**config.mk**
```make
export PLATFORM = sky130hd
export DESIGN_NAME = select_sign_extend_unit
export DESIGN_NICKNAME = d
export VERILOG_FILES = /design/src/hw/int_select.v /design/src/hw/fp_select.v /design/src/hw/select_sign_extend_unit.v
export VERILOG_INCLUDE_DIRS = /design/src /design/src/hw
export SDC_FILE = /design/constraint.sdc
export NUM_CORES = 1
export LEC_CHECK = 0
export BUFFER_PORTS_ARGS = -buffer_cell sky130_fd_sc_hd__buf_4
export CORE_AREA = 2 2 160 162
export CTS_CLUSTER_SIZE = 14
export DETAILED_ROUTE_END_ITERATION = 10
export DIE_AREA = 0 0 162 164
export MAX_ROUTING_LAYER = met4
export SLEW_MARGIN = 10
export SYNTH_ARGS = -nofsm -noshare
export SYNTH_HDL_FRONTEND = slang
export SYNTH_SLANG_ARGS = --single-unit
```
**constraint.sdc**
```tcl
create_clock -name REF_CLK -period 6 [get_ports REF_CLK]
set_input_delay 0.3 -clock REF_CLK [delete_from_list [all_inputs] [get_ports REF_CLK]]
set_output_delay 0.3 -clock REF_CLK [all_outputs]
set_load 0.02 [all_outputs]
```
**src/hw/select_unit_regs.vh**
```
// Encodings, field positions and widths for the select and sign-extend unit
`ifndef SELECT_UNIT_REGS_VH
`define SELECT_UNIT_REGS_VH

// Operand width
`define SU_GPR_WIDTH      64
`define SU_FPR_WIDTH      64
`define SU_WORD_WIDTH     32

// Operation codes on OP_CODE
`define SU_OP_WIDTH       3
`define SU_OP_SIGN_EXT_HALF 3'h0
`define SU_OP_FP_BIT_SEL  3'h1
`define SU_OP_INT_SEL_EQZ 3'h2
`define SU_OP_INT_SEL_NEZ 3'h3
`define SU_OP_FP_SEL_EQZ  3'h4
`define SU_OP_FP_SEL_NEZ  3'h5

// Floating-point format field
`define SU_FMT_WIDTH      2
`define SU_FMT_SINGLE     2'h0
`define SU_FMT_DOUBLE     2'h1

// Architecture release field
`define SU_REL_WIDTH      4
`define SU_REL_SIGN_EXT   4'h2
`define SU_REL_SELECTS    4'h6

// Halfword sign bit and condition bit positions
`define SU_HALF_MSB       15
`define SU_COND_BIT       0

// Exception codes on EXC_CODE
`define SU_EXC_WIDTH      2
`define SU_EXC_NONE       2'h0
`define SU_EXC_RESERVED   2'h1
`define SU_EXC_COP_UNUSE  2'h2

`endif

```
**src/hw/int_select.v**
```verilog
// Integer select-or-zero datapath
`include "select_unit_regs.vh"

module int_select
(
  // Operands
  input  wire [`SU_GPR_WIDTH-1:0] cond_value,
  input  wire [`SU_GPR_WIDTH-1:0] data_value,
  input  wire                     select_if_nonzero,
  input  wire                     is_64bit_core,
  // Result
  output reg  [`SU_GPR_WIDTH-1:0] result
);

  reg cond_nonzero;
  reg cond_true;

  always @*
  begin
    // A 32-bit core tests only its 32 register bits
    if (is_64bit_core)
      cond_nonzero = |cond_value; // [RQ12]
    else
      cond_nonzero = |cond_value[`SU_WORD_WIDTH-1:0]; // [RQ12]
    cond_true = select_if_nonzero ? cond_nonzero : ~cond_nonzero; // [RQ10] [RQ11]
    result = cond_true ? data_value : {`SU_GPR_WIDTH{1'b0}}; // [RQ10] [RQ11] [RQ12]
  end

endmodule // int_select

```
**src/hw/fp_select.v**
```verilog
// Floating-point bit-select and select-or-zero datapath
`include "select_unit_regs.vh"

module fp_select
(
  // Operands
  input  wire [`SU_FPR_WIDTH-1:0] cond_value,
  input  wire [`SU_FPR_WIDTH-1:0] true_value,
  input  wire [`SU_FPR_WIDTH-1:0] false_value,
  input  wire                     bit_select,
  input  wire                     select_if_nonzero,
  input  wire                     double_fmt,
  // Result
  output reg  [`SU_FPR_WIDTH-1:0] result
);

  reg                     cond_true;
  reg [`SU_FPR_WIDTH-1:0] picked;

  always @*
  begin
    // Only bit 0 of the condition register matters
    if (bit_select)
      cond_true = cond_value[`SU_COND_BIT]; // [RQ4]
    else if (select_if_nonzero)
      cond_true = cond_value[`SU_COND_BIT]; // [RQ14]
    else
      cond_true = ~cond_value[`SU_COND_BIT]; // [RQ13]
    if (bit_select)
      picked = cond_true ? true_value : false_value; // [RQ5]
    else
      picked = cond_true ? true_value : {`SU_FPR_WIDTH{1'b0}}; // [RQ13] [RQ14] [RQ15]
    // Format sets width only; upper bits of single cleared
    if (double_fmt)
      result = picked; // [RQ6] [RQ17]
    else
      result = {{(`SU_FPR_WIDTH-`SU_WORD_WIDTH){1'b0}}, picked[`SU_WORD_WIDTH-1:0]}; // [RQ6] [RQ17]
  end

endmodule // fp_select

```
**src/hw/select_sign_extend_unit.v**
```verilog
// Select and halfword sign-extend execution unit, registered result
// Operation
// [RQ1] Before release 2, halfword sign-extend raises Reserved Instruction.
// [RQ2] Source not a sign-extended word gives an unpredictable result.
// [RQ3] Halfword sign-extend replicates source bit 15 through all upper bits.
// [RQ4] Bit-select condition is bit 0 of prior destination only.
// [RQ5] Bit-select writes true operand if bit set, false operand otherwise.
// [RQ6] Single and double formats set width only; data passes unchanged.
// [RQ7] Bit-select raises no data exception and leaves cause flags alone.
// [RQ8] Only single and double formats valid; others raise Reserved Instruction.
// [RQ9] Bit-select raises Coprocessor Unusable when FP access disabled.
// [RQ10] Integer select-if-zero passes data when condition register is all zero.
// [RQ11] Integer select-if-nonzero passes data when any condition bit is set.
// [RQ12] Integer selects test and pass all general register bits.
// [RQ13] FP select-if-zero passes data when condition bit 0 is clear.
// [RQ14] FP select-if-nonzero passes data when condition bit 0 is set.
// [RQ15] FP select-or-zero writes all zero when condition is false.
// [RQ16] FP select-or-zero raises no execution exception, cause flags unchanged.
// [RQ17] Only bits within the format width are defined in FP results.
// [RQ18] FP selects are decoded and executed on release 6 and later.
`include "select_unit_regs.vh"

module select_sign_extend_unit
(
  // Clock and reset
  input  wire                       REF_CLK,
  input  wire                       RST,
  // Core configuration
  input  wire [`SU_REL_WIDTH-1:0]   ARCH_RELEASE,
  input  wire                       CORE_64BIT,
  input  wire                       FP_ENABLED,
  // Issue
  input  wire                       ISSUE_VALID,
  input  wire [`SU_OP_WIDTH-1:0]    OP_CODE,
  input  wire [`SU_FMT_WIDTH-1:0]   FP_FMT,
  input  wire [4:0]                 DEST_INDEX,
  // General register operands
  input  wire [`SU_GPR_WIDTH-1:0]   DATA_SRC_REGISTER,
  input  wire [`SU_GPR_WIDTH-1:0]   SECOND_GPR_FIELD,
  // Floating-point operands
  input  wire [`SU_FPR_WIDTH-1:0]   FP_COND_FIELD,
  input  wire [`SU_FPR_WIDTH-1:0]   FP_DATA_FIELD,
  input  wire [`SU_FPR_WIDTH-1:0]   FP_DEST_FIELD,
  // Results
  output reg                        GPR_WRITE,
  output reg                        FPR_WRITE,
  output reg  [4:0]                 WRITE_INDEX,
  output reg  [`SU_GPR_WIDTH-1:0]   WRITE_DATA,
  output reg                        FP_CAUSE_WRITE,
  // Exceptions
  output reg                        EXC_VALID,
  output reg  [`SU_EXC_WIDTH-1:0]   EXC_CODE
);

  function [`SU_GPR_WIDTH-1:0] fit_core;
    input [`SU_GPR_WIDTH-1:0] value;
    input                     wide;
    begin
      if (wide)
        fit_core = value;
      else
        fit_core = {{(`SU_GPR_WIDTH-`SU_WORD_WIDTH){value[`SU_WORD_WIDTH-1]}}, value[`SU_WORD_WIDTH-1:0]};
    end
  endfunction

  wire [`SU_GPR_WIDTH-1:0] int_result;
  wire [`SU_FPR_WIDTH-1:0] fp_result;
  wire                     is_bit_sel;
  wire                     fmt_ok;
  wire                     rel6;
  wire [`SU_FPR_WIDTH-1:0] fp_true_in;
  wire [`SU_FPR_WIDTH-1:0] fp_cond_in;

  reg                      gpr_write_nxt;
  reg                      fpr_write_nxt;
  reg [`SU_GPR_WIDTH-1:0]  data_nxt;
  reg                      exc_nxt;
  reg [`SU_EXC_WIDTH-1:0]  code_nxt;

  assign is_bit_sel     = (OP_CODE == `SU_OP_FP_BIT_SEL);
  assign fmt_ok         = (FP_FMT == `SU_FMT_SINGLE) || (FP_FMT == `SU_FMT_DOUBLE); // [RQ8]
  assign rel6           = (ARCH_RELEASE >= `SU_REL_SELECTS); // [RQ18]
  // Bit-select: condition in old destination, true operand in cond field
  assign fp_cond_in     = is_bit_sel ? FP_DEST_FIELD : FP_COND_FIELD; // [RQ4]
  assign fp_true_in     = is_bit_sel ? FP_COND_FIELD : FP_DATA_FIELD; // [RQ5]

  int_select u_int_select
  (
    .cond_value        (SECOND_GPR_FIELD),
    .data_value        (DATA_SRC_REGISTER),
    .select_if_nonzero (OP_CODE == `SU_OP_INT_SEL_NEZ),
    .is_64bit_core     (CORE_64BIT),
    .result            (int_result)
  );

  fp_select u_fp_select
  (
    .cond_value        (fp_cond_in),
    .true_value        (fp_true_in),
    .false_value       (FP_DATA_FIELD),
    .bit_select        (is_bit_sel),
    .select_if_nonzero (OP_CODE == `SU_OP_FP_SEL_NEZ),
    .double_fmt        (FP_FMT == `SU_FMT_DOUBLE),
    .result            (fp_result)
  );

  always @*
  begin
    gpr_write_nxt = 1'b0;
    fpr_write_nxt = 1'b0;
    data_nxt      = {`SU_GPR_WIDTH{1'b0}};
    exc_nxt       = 1'b0;
    code_nxt      = `SU_EXC_NONE;
    if (ISSUE_VALID)
    begin
      case (OP_CODE)
        `SU_OP_SIGN_EXT_HALF:
        begin
          if (ARCH_RELEASE < `SU_REL_SIGN_EXT)
          begin
            exc_nxt  = 1'b1; // [RQ1]
            code_nxt = `SU_EXC_RESERVED; // [RQ1]
          end
          else
          begin
            // Non-word source is not checked; result follows low half anyway
            gpr_write_nxt = 1'b1; // [RQ2]
            data_nxt = fit_core({{(`SU_GPR_WIDTH-`SU_HALF_MSB-1){DATA_SRC_REGISTER[`SU_HALF_MSB]}},
                                 DATA_SRC_REGISTER[`SU_HALF_MSB:0]}, CORE_64BIT); // [RQ3]
          end
        end
        `SU_OP_INT_SEL_EQZ, `SU_OP_INT_SEL_NEZ:
        begin
          if (!rel6)
          begin
            exc_nxt  = 1'b1;
            code_nxt = `SU_EXC_RESERVED;
          end
          else
          begin
            gpr_write_nxt = 1'b1; // [RQ10] [RQ11]
            data_nxt      = CORE_64BIT ? int_result :
                            {{(`SU_GPR_WIDTH-`SU_WORD_WIDTH){1'b0}}, int_result[`SU_WORD_WIDTH-1:0]}; // [RQ12]
          end
        end
        `SU_OP_FP_BIT_SEL, `SU_OP_FP_SEL_EQZ, `SU_OP_FP_SEL_NEZ:
        begin
          if (!rel6 || !fmt_ok)
          begin
            exc_nxt  = 1'b1; // [RQ8] [RQ9]
            code_nxt = `SU_EXC_RESERVED; // [RQ8] [RQ9]
          end
          else if (!FP_ENABLED)
          begin
            exc_nxt  = 1'b1; // [RQ9]
            code_nxt = `SU_EXC_COP_UNUSE; // [RQ9]
          end
          else
          begin
            // Pure bit moves: never data-dependent exceptions
            fpr_write_nxt = 1'b1; // [RQ7] [RQ16] [RQ18]
            data_nxt      = fp_result; // [RQ6] [RQ17]
          end
        end
        default:
        begin
          exc_nxt  = 1'b1;
          code_nxt = `SU_EXC_RESERVED;
        end
      endcase
    end
  end

  always @(posedge REF_CLK or posedge RST)
  begin
    if (RST)
    begin
      GPR_WRITE      <= 1'b0;
      FPR_WRITE      <= 1'b0;
      WRITE_INDEX    <= 5'h00;
      WRITE_DATA     <= {`SU_GPR_WIDTH{1'b0}};
      FP_CAUSE_WRITE <= 1'b0;
      EXC_VALID      <= 1'b0;
      EXC_CODE       <= `SU_EXC_NONE;
    end
    else
    begin
      GPR_WRITE      <= gpr_write_nxt;
      FPR_WRITE      <= fpr_write_nxt;
      WRITE_INDEX    <= DEST_INDEX;
      WRITE_DATA     <= data_nxt;
      FP_CAUSE_WRITE <= 1'b0; // [RQ7] [RQ16]
      EXC_VALID      <= exc_nxt;
      EXC_CODE       <= code_nxt;
    end
  end

endmodule // select_sign_extend_unit

```
# ---- Word level (Yosys, flattened, before mapping)
# Index checks and enable logic that the tools add are counted.
dict set report word_totals {
  output_inout_bits 75
  reg_bits 74
}
dict set report op_classes {
  n_eq_ne 6
  bitwise_logic 2
  n_mux 38
  order_cmp 2
  n_reduce_logical 10
}
# op count
set ops {}
lappend ops {{64-bit 2-to-1 mux} 12}
lappend ops {{64-bit case mux with 3 select lines} 1}
lappend ops {{64-bit OR reduction} 1}
lappend ops {{32-bit OR reduction} 1}
lappend ops {{1-bit 2-to-1 mux} 19}
lappend ops {{3-bit by 2-bit equality test with 1-bit output, second input constant} 2}
lappend ops {{3-bit equality test, second input constant} 2}
lappend ops {{2-bit 2-to-1 mux} 3}
lappend ops {{2-bit case mux with 3 select lines} 1}
lappend ops {{4-bit by 3-bit >= comparator with 1-bit output, second input constant} 1}
lappend ops {{4-bit by 2-bit < comparator with 1-bit output, second input constant} 1}
lappend ops {{3-bit by 1-bit equality test with 1-bit output, second input constant} 1}
lappend ops {{3-bit zero test} 1}
lappend ops {{1-bit case mux with 3 select lines} 1}
lappend ops {{3-bit OR reduction} 1}
lappend ops {{2-bit by 1-bit equality test with 1-bit output, second input constant} 1}
lappend ops {{1-bit zero test} 2}
lappend ops {{2-bit zero test} 1}
lappend ops {{1-bit logical OR} 2}
lappend ops {{1-bit NOT} 2}
lappend ops {{1-bit case mux with 2 select lines} 1}
lappend ops {{2-bit OR reduction} 1}

# ---- Longest topological paths before layout
# Gate-level depths: netlist of the first run.
dict set report logic_depth {
  depth_word 12
  ltp_mapped 8
}

# ---- Hierarchy
# A second synthesis of the first run with hierarchy kept.
dict set report unflattened {
  hier_cells 714
  area_unflattened_um2 6737.7
}
# mod area_each_um2 instances cells_each seq_area_each_um2
set modules_own_cells {}
lappend modules_own_cells {select_sign_extend_unit 5129.9 1 467 1851.8}
lappend modules_own_cells {fp_select 953.4 1 152 0.0}
lappend modules_own_cells {int_select 654.4 1 95 0.0}

# ---- Worst setup path after synthesis of the first run
# No wires, ideal clock.
dict set report synth_path {
  kind {input -> register}
  from {input OP_CODE[1]}
  to {register WRITE_DATA[49]}
  setup_slack_ns 4.344
  required_ns 5.856
  arrival_ns 1.512
  stages 8
  setup_time_ns 0.144
  path_cell_list {buf_4 -> nand2b_4 -> o21bai_1 -> buf_2 -> buf_2 -> a32o_1 -> a21oi_1 -> o22ai_2}
}
dict set report synth_between {
  elab_chain_cells 12
  elab_cells_between_ends 25
  classes_between {5 x eq/ne; 16 x mux; 1 x bitwise; 3 x reduce/logical}
}
# item line
set synth_lines {}
lappend synth_lines {{start: declaration} select_sign_extend_unit.v:34} ;# input wire [`SU_OP_WIDTH-1:0] OP_CODE,
lappend synth_lines {{3-bit by 1-bit equality test with 1-bit output} select_sign_extend_unit.v:116} ;# case (OP_CODE)
lappend synth_lines {{1-bit 2-to-1 mux} select_sign_extend_unit.v:84} ;# assign fp_cond_in = is_bit_sel ? FP_DEST_FIELD : FP_COND_FIELD;
lappend synth_lines {{1-bit NOT} fp_select.v:28} ;# cond_true = ~cond_value[`SU_COND_BIT];
lappend synth_lines {{1-bit 2-to-1 mux} fp_select.v:25} ;# else if (select_if_nonzero)
lappend synth_lines {{1-bit 2-to-1 mux} fp_select.v:23} ;# if (bit_select)
lappend synth_lines {{64-bit 2-to-1 mux (on tied branches)} {fp_select.v:32, fp_select.v:30}}
lappend synth_lines {{64-bit 2-to-1 mux} fp_select.v:29} ;# if (bit_select)
lappend synth_lines {{64-bit 2-to-1 mux} fp_select.v:34} ;# if (double_fmt)
lappend synth_lines {{64-bit 2-to-1 mux} select_sign_extend_unit.v:153} ;# else if (!FP_ENABLED)
lappend synth_lines {{64-bit 2-to-1 mux} select_sign_extend_unit.v:148} ;# if (!rel6 || !fmt_ok)
lappend synth_lines {{64-bit case mux with 3 select lines *} select_sign_extend_unit.v:116}
lappend synth_lines {{64-bit 2-to-1 mux *} select_sign_extend_unit.v:114} ;# if (ISSUE_VALID)
lappend synth_lines {{named net data_nxt[49]} select_sign_extend_unit.v:76} ;# reg [`SU_GPR_WIDTH-1:0] data_nxt;
lappend synth_lines {{end signal: assignment} select_sign_extend_unit.v:181} ;# WRITE_DATA <= {`SU_GPR_WIDTH{1'b0}};
lappend synth_lines {{end signal: assignment} select_sign_extend_unit.v:191} ;# WRITE_DATA <= data_nxt;
lappend synth_lines {{end: declaration} select_sign_extend_unit.v:48} ;# output reg [`SU_GPR_WIDTH-1:0] WRITE_DATA,
# Mark *: on every way through the listed nets, which the timed path passes. The rest lies on a longest branch.

# ---- Worst setup path after layout of the first run
dict set report layout_path {
  from {input SECOND_GPR_FIELD[4]}
  to {register WRITE_DATA[3]}
}
dict set report layout_between {
  elab_chain_cells 9
  elab_cells_between_ends 10
  classes_between {7 x mux; 1 x bitwise; 2 x reduce/logical}
}
# item line
set layout_lines {}
lappend layout_lines {{start: declaration} select_sign_extend_unit.v:39} ;# input wire [`SU_GPR_WIDTH-1:0] SECOND_GPR_FIELD,
lappend layout_lines {{64-bit OR reduction / 32-bit OR reduction (equally long branches)} {int_select.v:22, int_select.v:24}}
lappend layout_lines {{1-bit 2-to-1 mux *} int_select.v:21} ;# if (is_64bit_core)
lappend layout_lines {{1-bit NOT} int_select.v:25} ;# cond_true = select_if_nonzero ? cond_nonzero : ~cond_nonzero;
lappend layout_lines {{1-bit 2-to-1 mux *} int_select.v:25}
lappend layout_lines {{64-bit 2-to-1 mux *} int_select.v:26} ;# result = cond_true ? data_value : {`SU_GPR_WIDTH{1'b0}};
lappend layout_lines {{64-bit 2-to-1 mux *} select_sign_extend_unit.v:142} ;# data_nxt = CORE_64BIT ? int_result :
lappend layout_lines {{64-bit 2-to-1 mux *} select_sign_extend_unit.v:134} ;# if (!rel6)
lappend layout_lines {{64-bit case mux with 3 select lines *} select_sign_extend_unit.v:116}
lappend layout_lines {{64-bit 2-to-1 mux *} select_sign_extend_unit.v:114}
lappend layout_lines {{named net data_nxt[3]} select_sign_extend_unit.v:76}
# Marked as above.

==> results of run 1 <==
-- where the power goes --
group	total [mW]	leakage [nW]	switching [mW]	internal (mW)
Clock	0.609	0.153	0.241	0.368
Combinational	0.360	2.29	0.177	0.183
Sequential	0.516	1.01	0.00417	0.512
Total	1.49	3.45	0.422	1.06
-- critical path, cell delays in order --
cell and delay [ns]:
buf_4 0.11, nor4_1 0.28, and4_1 0.31, and3b_1 0.71
a211oi_4 0.12, buf_4 0.35, o21ai_0 0.35
-- through the flow --
stage	utilization (%)	hold WS (ns)	instances
2_1_floorplan	-	0.331	501
5_1_grt	31.8	0.0412	1134
3_3_place_gp	30.4	0.410	1117
4_1_cts	31.7	0.0438	1133
6_report	31.8	0.0375	1134
3_5_place_dp	30.4	0.412	1117
-- cells by family after synthesis --
| group | after synthesis | synth area share [%] |
|---|---|---|
| and+or+nand+nor | 130 | 17.0 |
| buffers and inverters | 74 | 8.08 |
| other | 1 | 0.0786 |
| DFF | 74 | 38.8 |
| AOI/OAI and AO/OA | 222 | 36.1 |
-- placed cells by master (no fill, tap or decap), types with 2 or more instances in the layout --
master      count
o22ai_1        12
nand2_2         2
buf_4         359
clkinvlp_4      2
nor3_1          2
nor2b_1         2
a32oi_1        16
dfrtp_1        74
o21ai_1         8
bufinv_16       2
o211ai_1       16
a21oi_1        51
a31oi_1        16
inv_6           2
o22ai_2        20
clkbuf_16       9
nor2_1          4
nand2_1         5
nand3_1        32
nor4_1         16
a21o_1         16
a21boi_0        3
and2_1          2
and3b_1         2
a32o_1         48
o21bai_4        2
nand4_1        48
o21ai_0         9
and4_1          4
-- worst max path at each step --
stage,startpoint,endpoint,slack [ns],cells after the start
6_report,SECOND_GPR_FIELD[4],WRITE_DATA[3]$_DFF_PP0_,3.66,7
5_1_grt,SECOND_GPR_FIELD[4],WRITE_DATA[3]$_DFF_PP0_,3.51,7
4_1_cts,SECOND_GPR_FIELD[4],WRITE_DATA[3]$_DFF_PP0_,3.64,7
3_5_place_dp,SECOND_GPR_FIELD[4],WRITE_DATA[3]$_DFF_PP0_,3.27,7
3_3_place_gp,ARCH_RELEASE[3],WRITE_DATA[26]$_DFF_PP0_,3.34,7
2_1_floorplan,RST,EXC_CODE[0]$_DFF_PP0_,3.82,1
-- cell type report --
type / count / area, um2
Clock buffer: 9 / 225
Clock inverter: 7 / 101
Fill cell: 2618 / 16900
Inverter: 1 / 5.00
Multi-Input combinational cell: 353 / 2580
Sequential cell: 74 / 1850
Tap cell: 330 / 413
Timing Repair Buffer: 360 / 2710
-- layer usage --
metal	global-route usage (%)	wire (um)
met1	20.1	9480
met2	31.0	12000
met3	3.01	1750
met4	6.56	413
met5	-	0
-- flip-flops by register name (all words and copies together), names as in the netlist --
name / count
WRITE_INDEX: 5
GPR_WRITE: 1
EXC_CODE: 2
WRITE_DATA: 64
FPR_WRITE: 1
EXC_VALID: 1
==> results.json, run 1 <==
{
  "status": "finished clean",
  "finalSetupTns_ns": 0,
  "min_period_ns": 2.34,
  "crit_arrival_ns": 2.56,
  "routed_wl_um": 23700,
  "dieWidth_um": 162,
  "num_rows": 58,
  "place_area_um2": 7550,
  "synth.most_common_cell": "dfrtp_1",
  "cts_made_buffers": 9,
  "cts_num_sinks": 74,
  "ys_top_cells_by_area": "dfrtp_1 (39%), a32o_1 (10%), nand4_1 (6.3%)",
  "design.portCount": 414,
  "ctsResizeCount": 0,
  "hold_class": "in -> async",
  "finalPower_mw": 1.49,
  "cts_tree": "built",
  "setup_ws_ns": 3.66,
  "postRouteAntennaNets": 0,
  "cts_hold_buf": 0,
  "finalHoldViolCount": 0,
  "synth-main-ff-cell": "dfrtp_1",
  "fin_crit_sh_pct": 38.9,
  "routed-via-count": 5769,
  "synth_top_cell_by_area": "dfrtp_1",
  "dieArea_um2": 26600,
  "synth_common_cells": "dfrtp_1 (74), a21oi_1 (51), a32o_1 (48), nand4_1 (48)",
  "path_class": "in -> reg",
  "yosysWarnings": 0,
  "drive_gt1_share_pct": 51.2,
  "cellLeakagePower_nw": 3.45,
  "portBuffers": 348,
  "cts-root-buf": "clkbuf_16",
  "grt_overflow": 0,
  "syn_inst": 501,
  "h-tree-depth": 3,
  "die_h_um": 164,
  "rsz0062_at_grt": "no",
  "synth_edf_count": 0,
  "clk_pin_slew_ns": 0.06,
  "grt_pass1_wl_um": 34100,
  "critPathRequiredTime_ns": 6.22,
  "first_global_vias": 5841,
  "start_util_pct": 19.2,
  "drt_iter0_drc": 450,
  "synth_area_per_cell_um2": 9.53,
  "synth_seq_area_share_pct": 38.8,
  "vdd_drop_max_mv": 0.120,
  "nets": 1138,
  "dp.final_hpwl_um": 16900,
  "cap_violations": 0,
  "cts_setup_buffers": 0,
  "ys_types": 44,
  "coreArea_um2": 24800,
  "setup_violations": 0,
  "wl_per_cell_um": 20.9,
  "drv_slew": 0,
  "max_slew_margin_pct": 19.0,
  "critPathMaxFanout": 48,
  "grt_usage_pct": 17.6,
  "yosysTopAreaCellShare_pct": 38.8,
  "synth_fp_nets": 840,
  "diodes": 0,
  "worstSetupStartpointType": "input port",
  "dr.pass1.iters": 6,
  "drc": 0,
  "antenna_found_initial": 0,
  "worst_pin_slew_ns": 1.21,
  "synth-seq-cells": 74,
  "vias_per_cell": 5.09,
  "synthArstFlopShare_pct": 100,
  "dpl_worst_slack_ns": 3.27,
  "endpoint_kind": "register",
  "grt_max_degree": 66,
  "clk_path_buf_depth": 2,
  "powerDensity_nw_per_um2": 188,
  "final_cell_area_um2": 7890,
  "fmax_ghz": 0.428,
  "syn2layout_area_growth_pct": 65.3,
  "place_congestion": 0.796,
  "synthesis.area_um2": 4770
}
(Power assumes the default switching activity.)
==> run 2: changes to the inputs <==
Settings changed: ABC_AREA set to 1, CORE_AREA 2 2 160 162 to 2 2 163 165, DIE_AREA 0 0 162 164 to 0 0 165 167.
Clock period 6 ns to 2.3 ns, I/O delays scaled along.
==> run 2 against run 1 <==
First-iteration DRC count is 43% lower. Critical endpoint is now WRITE_DATA[35]$_DFF_PP0_. Final cell count is 19% higher. Non-clock buffer count is 8 higher. Total power is 140% higher. Global-route usage is 3.4 points lower. Design area is 0.59% lower.
==> results.json, run 2 <==
{
  "finish.utilization_pct": 30.4,
  "critPathMaxFanout": 32,
  "cpMaxStageDelayCell": "nor2_4",
  "synthesis.area_um2": 4480,
  "cts_made_buffers": 9,
  "cp.buffers_inverters": 2,
  "critPathRequiredTime_ns": 2.55,
  "dieArea_um2": 27600,
  "yosysTopAreaCellShare_pct": 41.4,
  "nets": 1345,
  "drv_slew": 0,
  "design.portCount": 414,
  "worstSetupStartpointType": "input port",
  "synth_area_per_cell_um2": 6.69,
  "clk_path_buf_depth": 2,
  "drive_gt1_share_pct": 38.4,
  "crit_path_frequent_cell": "a21oi_1",
  "powerDensity_nw_per_um2": 458,
  "yosysWarnings": 0,
  "synth_common_cells": "inv_1 (169), nand2_1 (138), a21oi_1 (116), dfrtp_1 (74), o22ai_1 (64)",
  "status": "finished clean",
  "vdd_drop_max_mv": 0.217,
  "grt_max_degree": 49,
  "cellLeakagePower_nw": 4.40,
  "cap_violations": 0,
  "synth_edf_count": 0,
  "syn_inst": 669,
  "synth.most_common_cell": "inv_1",
  "start_util_pct": 17.4,
  "final_cell_mix": "buf_4 (357), inv_1 (168), nand2_1 (138)",
  "min-delay-start": "DATA_SRC_REGISTER[22]",
  "ctsResizeCount": 0,
  "cts_setup_buffers": 0,
  "crit_arrival_ns": 1.98,
  "synth_top_cell_by_area": "dfrtp_1",
  "regMostFlops": "WRITE_DATA",
  "first_global_vias": 5584,
  "fmax_ghz": 0.578,
  "finalSetupTns_ns": 0,
  "dr.pass1.iters": 4,
  "synth-main-ff-cell": "dfrtp_1",
  "place_congestion": 0.808,
  "cts_hold_buf": 8,
  "finalHoldViolCount": 0,
  "die_h_um": 167,
  "cts_num_sinks": 74,
  "fin_crit_sh_pct": 75.2,
  "clk_pin_slew_ns": 0.07,
  "min_period_ns": 1.73,
  "setup_violations": 0,
  "synth_seq_area_share_pct": 41.4,
  "wl_per_cell_um": 14.5,
  "cts-root-buf": "clkbuf_16",
  "dieWidth_um": 165,
  "ys_top_cells_by_area": "dfrtp_1 (41%), inv_1 (14%), a21oi_1 (13%)",
  "num_rows": 59,
  "syn2layout_area_growth_pct": 75.2,
  "antenna_found_initial": 1,
  "postRouteAntennaNets": 0,
  "grt_pass1_wl_um": 29000,
  "path_delay_family": "simple AND/OR/NAND/NOR gates",
  "portBuffers": 348,
  "routed-via-count": 5511,
  "h-tree-depth": 3,
  "max_slew_margin_pct": 42.7,
  "vias_per_cell": 4.09,
  "largest_register_ffs": 64,
  "grt_overflow": 0,
  "hold_class": "in -> reg",
  "path_class": "in -> reg",
  "crit_start": "FP_ENABLED",
  "endpoint_kind": "register",
  "slowest_delay_ns": 0.68,
  "synthArstFlopShare_pct": 100,
  "drc": 0,
  "coreArea_um2": 25800,
  "final_common_cell": "buf_4",
  "grt_usage_pct": 14.2,
  "synth_fp_nets": 1008,
  "dp.final_hpwl_um": 15200,
  "reg_top3": "WRITE_DATA x64, WRITE_INDEX x5, EXC_CODE x2",
  "routed_wl_um": 19500,
  "ys_types": 24,
  "drt_iter0_drc": 257,
  "worst_pin_slew_ns": 0.858,
  "rsz0062_at_grt": "no",
  "synth-seq-cells": 74,
  "crit_chain": "dlygate4sd3_1, buf_4, nand2_1, nor2_4, a21oi_1, a21oi_1",
  "cts_tree": "built"
}
[run 2: changes by cell type after synthesis, sizes merged, moves of 16 or more]
cell   change
nand3     -27
nand2    +132
nand4     -48
buf       -26
a21o      -16
a32o      -48
inv      +170
nor2      +44
nor4      -16
a21oi     +64
a32oi     -16
o22ai     +32
a31oi     -16
[run 2: power by group]
part / leakage (nW) / internal (mW) / switching (mW) / total, mW
clock network: 0.146 / 0.797 / 0.597 / 1.39
logic: 3.24 / 0.460 / 0.394 / 0.854
registers: 1.01 / 1.34 / 0.0106 / 1.35
[run 2: final timing paths]
| kind | slack [ns] | cells after the start | to |
|---|---|---|---|
| max in group asynchronous | 1.22 | 4 | WRITE_DATA[54]$_DFF_PP0_ |
| min in group asynchronous | 0.42 | 3 | WRITE_INDEX[1]$_DFF_PP0_ |
| setup / recovery | 0.57 | 6 | WRITE_DATA[35]$_DFF_PP0_ |
| hold / removal | 0.03 | 3 | WRITE_DATA[22]$_DFF_PP0_ |
[run 2: cell families after synthesis]
group                  share of synthesized area [%]
buffers and inverters                           19.0
AND/OR/NAND/NOR                                 17.0
flip-flops                                      41.4
other                                         0.0838
AO/OA/AOI/OAI                                   22.6
[run 2: stage by stage]
stage                     cell area [um2]  hold slack, ns  cells  power [mW]  worst slack, ns
after floorplan                      4480           0.146    669        1.70            0.303
after global placement               7470           0.225   1322        2.22            0.297
after detailed placement             7470           0.226   1322        2.22            0.313
after CTS                            7840         0.00257   1346        3.68            0.587
after global routing                 7840          0.0112   1347        3.80            0.415
final                                7840          0.0275   1347        3.59            0.570
[run 2: layout make-up]
class | instances | area (um2)
clock buffers | 11 | 253
diodes | 1 | 2.50
flip-flops and latches | 74 | 1850
multi-input cells | 381 | 1810
clock inverters | 5 | 36.3
repair buffers | 368 | 2820
inverters | 172 | 647
fillers | 2839 | 17900
well taps | 335 | 419
[run 2: layer usage]
metal  global-route usage [%]  part of all wire [%]  vias to the layer above
li1                         -                     -                     2735
met1                     15.8                    40                     2512
met2                     24.7                    51                      232
met3                     3.24                   6.9                       32
met4                     5.29                   2.2                        0
met5                        -                     0                        -
==> run 3: changes to the inputs <==
Clock period 2.3 ns to 1.65 ns, I/O delays scaled along.
==> run 3 against run 2 <==
Sequential power rose by 39%. Hold slack got worse by 0.0038 ns. Flip-flop and latch count is the same. Clock-buffer cell count grew 3. Clock power rose by 47%.
==> results.json, run 3 (synthesized netlist as in run 2, its figures left out) <==
{
  "status": "finished clean",
  "rsz0062_at_grt": "no",
  "drc": 0,
  "cts_setup_buffers": 0,
  "start_util_pct": 17.4,
  "grt_overflow": 0,
  "crit_path_frequent_cell": "nand2_1",
  "drive_gt1_share_pct": 37.8,
  "grt_max_degree": 75,
  "dr.pass1.iters": 4,
  "placed_cells": 1333,
  "cts_tree": "built",
  "final_cell_area_um2": 8310,
  "antenna_found_initial": 4,
  "postRouteAntennaNets": 0,
  "cts-root-buf": "clkbuf_16",
  "finalPower_mw": 5.20,
  "wl_met1_um": 7740,
  "finalHoldViolCount": 0,
  "critPathMaxFanout": 12,
  "cts_made_buffers": 9,
  "grt_pass1_wl_um": 29900,
  "crit_chain": "buf_4, nor2_1, nand2_1, nor2_1, nand2_1, nor2_2, buf_4, nand2_1, nand2_1, nand3_2, nand2_2, buf_12, nand2_1, a21oi_1",
  "h-tree-depth": 3,
  "die_h_um": 167,
  "cpMaxStageDelayCell": "nor2_2",
  "setup_violations": 0,
  "num_rows": 59,
  "drv_slew": 0,
  "path_class": "in -> reg",
  "place_area_um2": 7640,
  "routed-via-count": 5590,
  "crit_arrival_ns": 1.66,
  "setup_ws_ns": 0.228,
  "powerDensity_nw_per_um2": 626,
  "clk_path_buf_depth": 2,
  "first_global_vias": 5680,
  "reg_top3": "WRITE_DATA x64, WRITE_INDEX x5, EXC_CODE x2",
  "finalSetupTns_ns": 0,
  "largest_register_ffs": 64,
  "ff_latch_area_um2": 1850,
  "vdd_drop_max_mv": 0.463,
  "fmax_ghz": 0.703,
  "slowest_delay_ns": 0.19,
  "portBuffers": 348,
  "critPathRequiredTime_ns": 1.89,
  "final_cell_count_no_fill": 1389,
  "dieWidth_um": 165,
  "coreArea_um2": 25800,
  "wl_per_cell_um": 14.1,
  "cap_violations": 0,
  "design.portCount": 414,
  "dpl_worst_slack_ns": -0.232,
  "place_congestion": 0.830,
  "drt_iter0_drc": 288,
  "final_cell_mix": "buf_4 (361), inv_1 (168), nand2_1 (138)",
  "hold_depth": 3,
  "fill_cells": 2757,
  "final_common_cell": "buf_4",
  "routed_wl_um": 19700,
  "dieArea_um2": 27600,
  "multi_input_area_um2": 1810,
  "crit_start": "SECOND_GPR_FIELD[23]",
  "highest_layer": "met4",
  "clk_pin_slew_ns": 0.06,
  "setup.worst_path.end": "WRITE_DATA[1]$_DFF_PP0_",
  "wl_met3_um": 1390,
  "wl_met2_um": 10200,
  "hold_class": "in -> reg",
  "worstSetupStartpointType": "input port",
  "cellLeakagePower_nw": 4.60,
  "regMostFlops": "WRITE_DATA",
  "vias_per_cell": 4.02,
  "fin_crit_sh_pct": 86.2,
  "grt_usage_pct": 14.5,
  "cts_num_sinks": 74,
  "dp.final_hpwl_um": 15200,
  "syn2layout_area_growth_pct": 85.7,
  "endpoint_kind": "register",
  "nets": 1384,
  "min_period_ns": 1.42
}
[run 3: cell count changes in the layout (fill, tap and decap cells not counted), sizes merged]
cell / delta
clkbuf: +3
inv: -2
clkinvlp: +1
clkinv: -3
dlygate4sd3: +28
bufinv: +1
diode: +3
buf: +11
[run 3: report_power, final]
group	switching [mW]	internal, mW	total, mW
logic	0.563	0.712	1.27
registers	0.0151	1.86	1.88
clock network	0.795	1.26	2.05
[run 3: repair_timing]
action                                 CTS  global route
endpoints found under the hold margin  108             0
setup endpoints to repair                0            20
hold buffers                            36             0
gates resized for setup                  0             1
[run 3: metal layers]
metal,global-route usage (%),vias up
li1,-,2819
met1,16.5,2535
met2,25.1,214
met3,3.11,22
met4,5.07,0
met5,-,-
[run 3: worst min-delay path by stage]
stage,startpoint,to
after floorplan,DEST_INDEX[0],WRITE_INDEX[0]$_DFF_PP0_
after global placement,DEST_INDEX[0],WRITE_INDEX[0]$_DFF_PP0_
after detailed placement,DEST_INDEX[3],WRITE_INDEX[3]$_DFF_PP0_
after CTS,DATA_SRC_REGISTER[15],WRITE_DATA[15]$_DFF_PP0_
after global routing,DATA_SRC_REGISTER[15],WRITE_DATA[15]$_DFF_PP0_
final,DATA_SRC_REGISTER[15],WRITE_DATA[15]$_DFF_PP0_
[run 3: cell type report]
cell class	instances	share of cell area, %
repair buffers	407	39.4
flip-flops and latches	74	22.3
multi-input cells	381	21.8
inverters	172	7.81
well taps	335	5.04
clock buffers	14	3.18
clock inverters	2	0.422
diodes	4	0.120
[run 3: through the flow]
step	hold WS, ns	utilization [%]
floorplan	0.114	-
global placement	0.192	29.6
detailed placement	0.193	29.6
CTS	0.00108	32.2
global route	0.0222	32.3
finish	0.0237	32.3
[run 3: critical path, delay by kind of cell]
family / cells / cell delay (ns)
buf+inv: 3 / 0.41
simple gates: 10 / 0.99
compound gates: 1 / 0.17
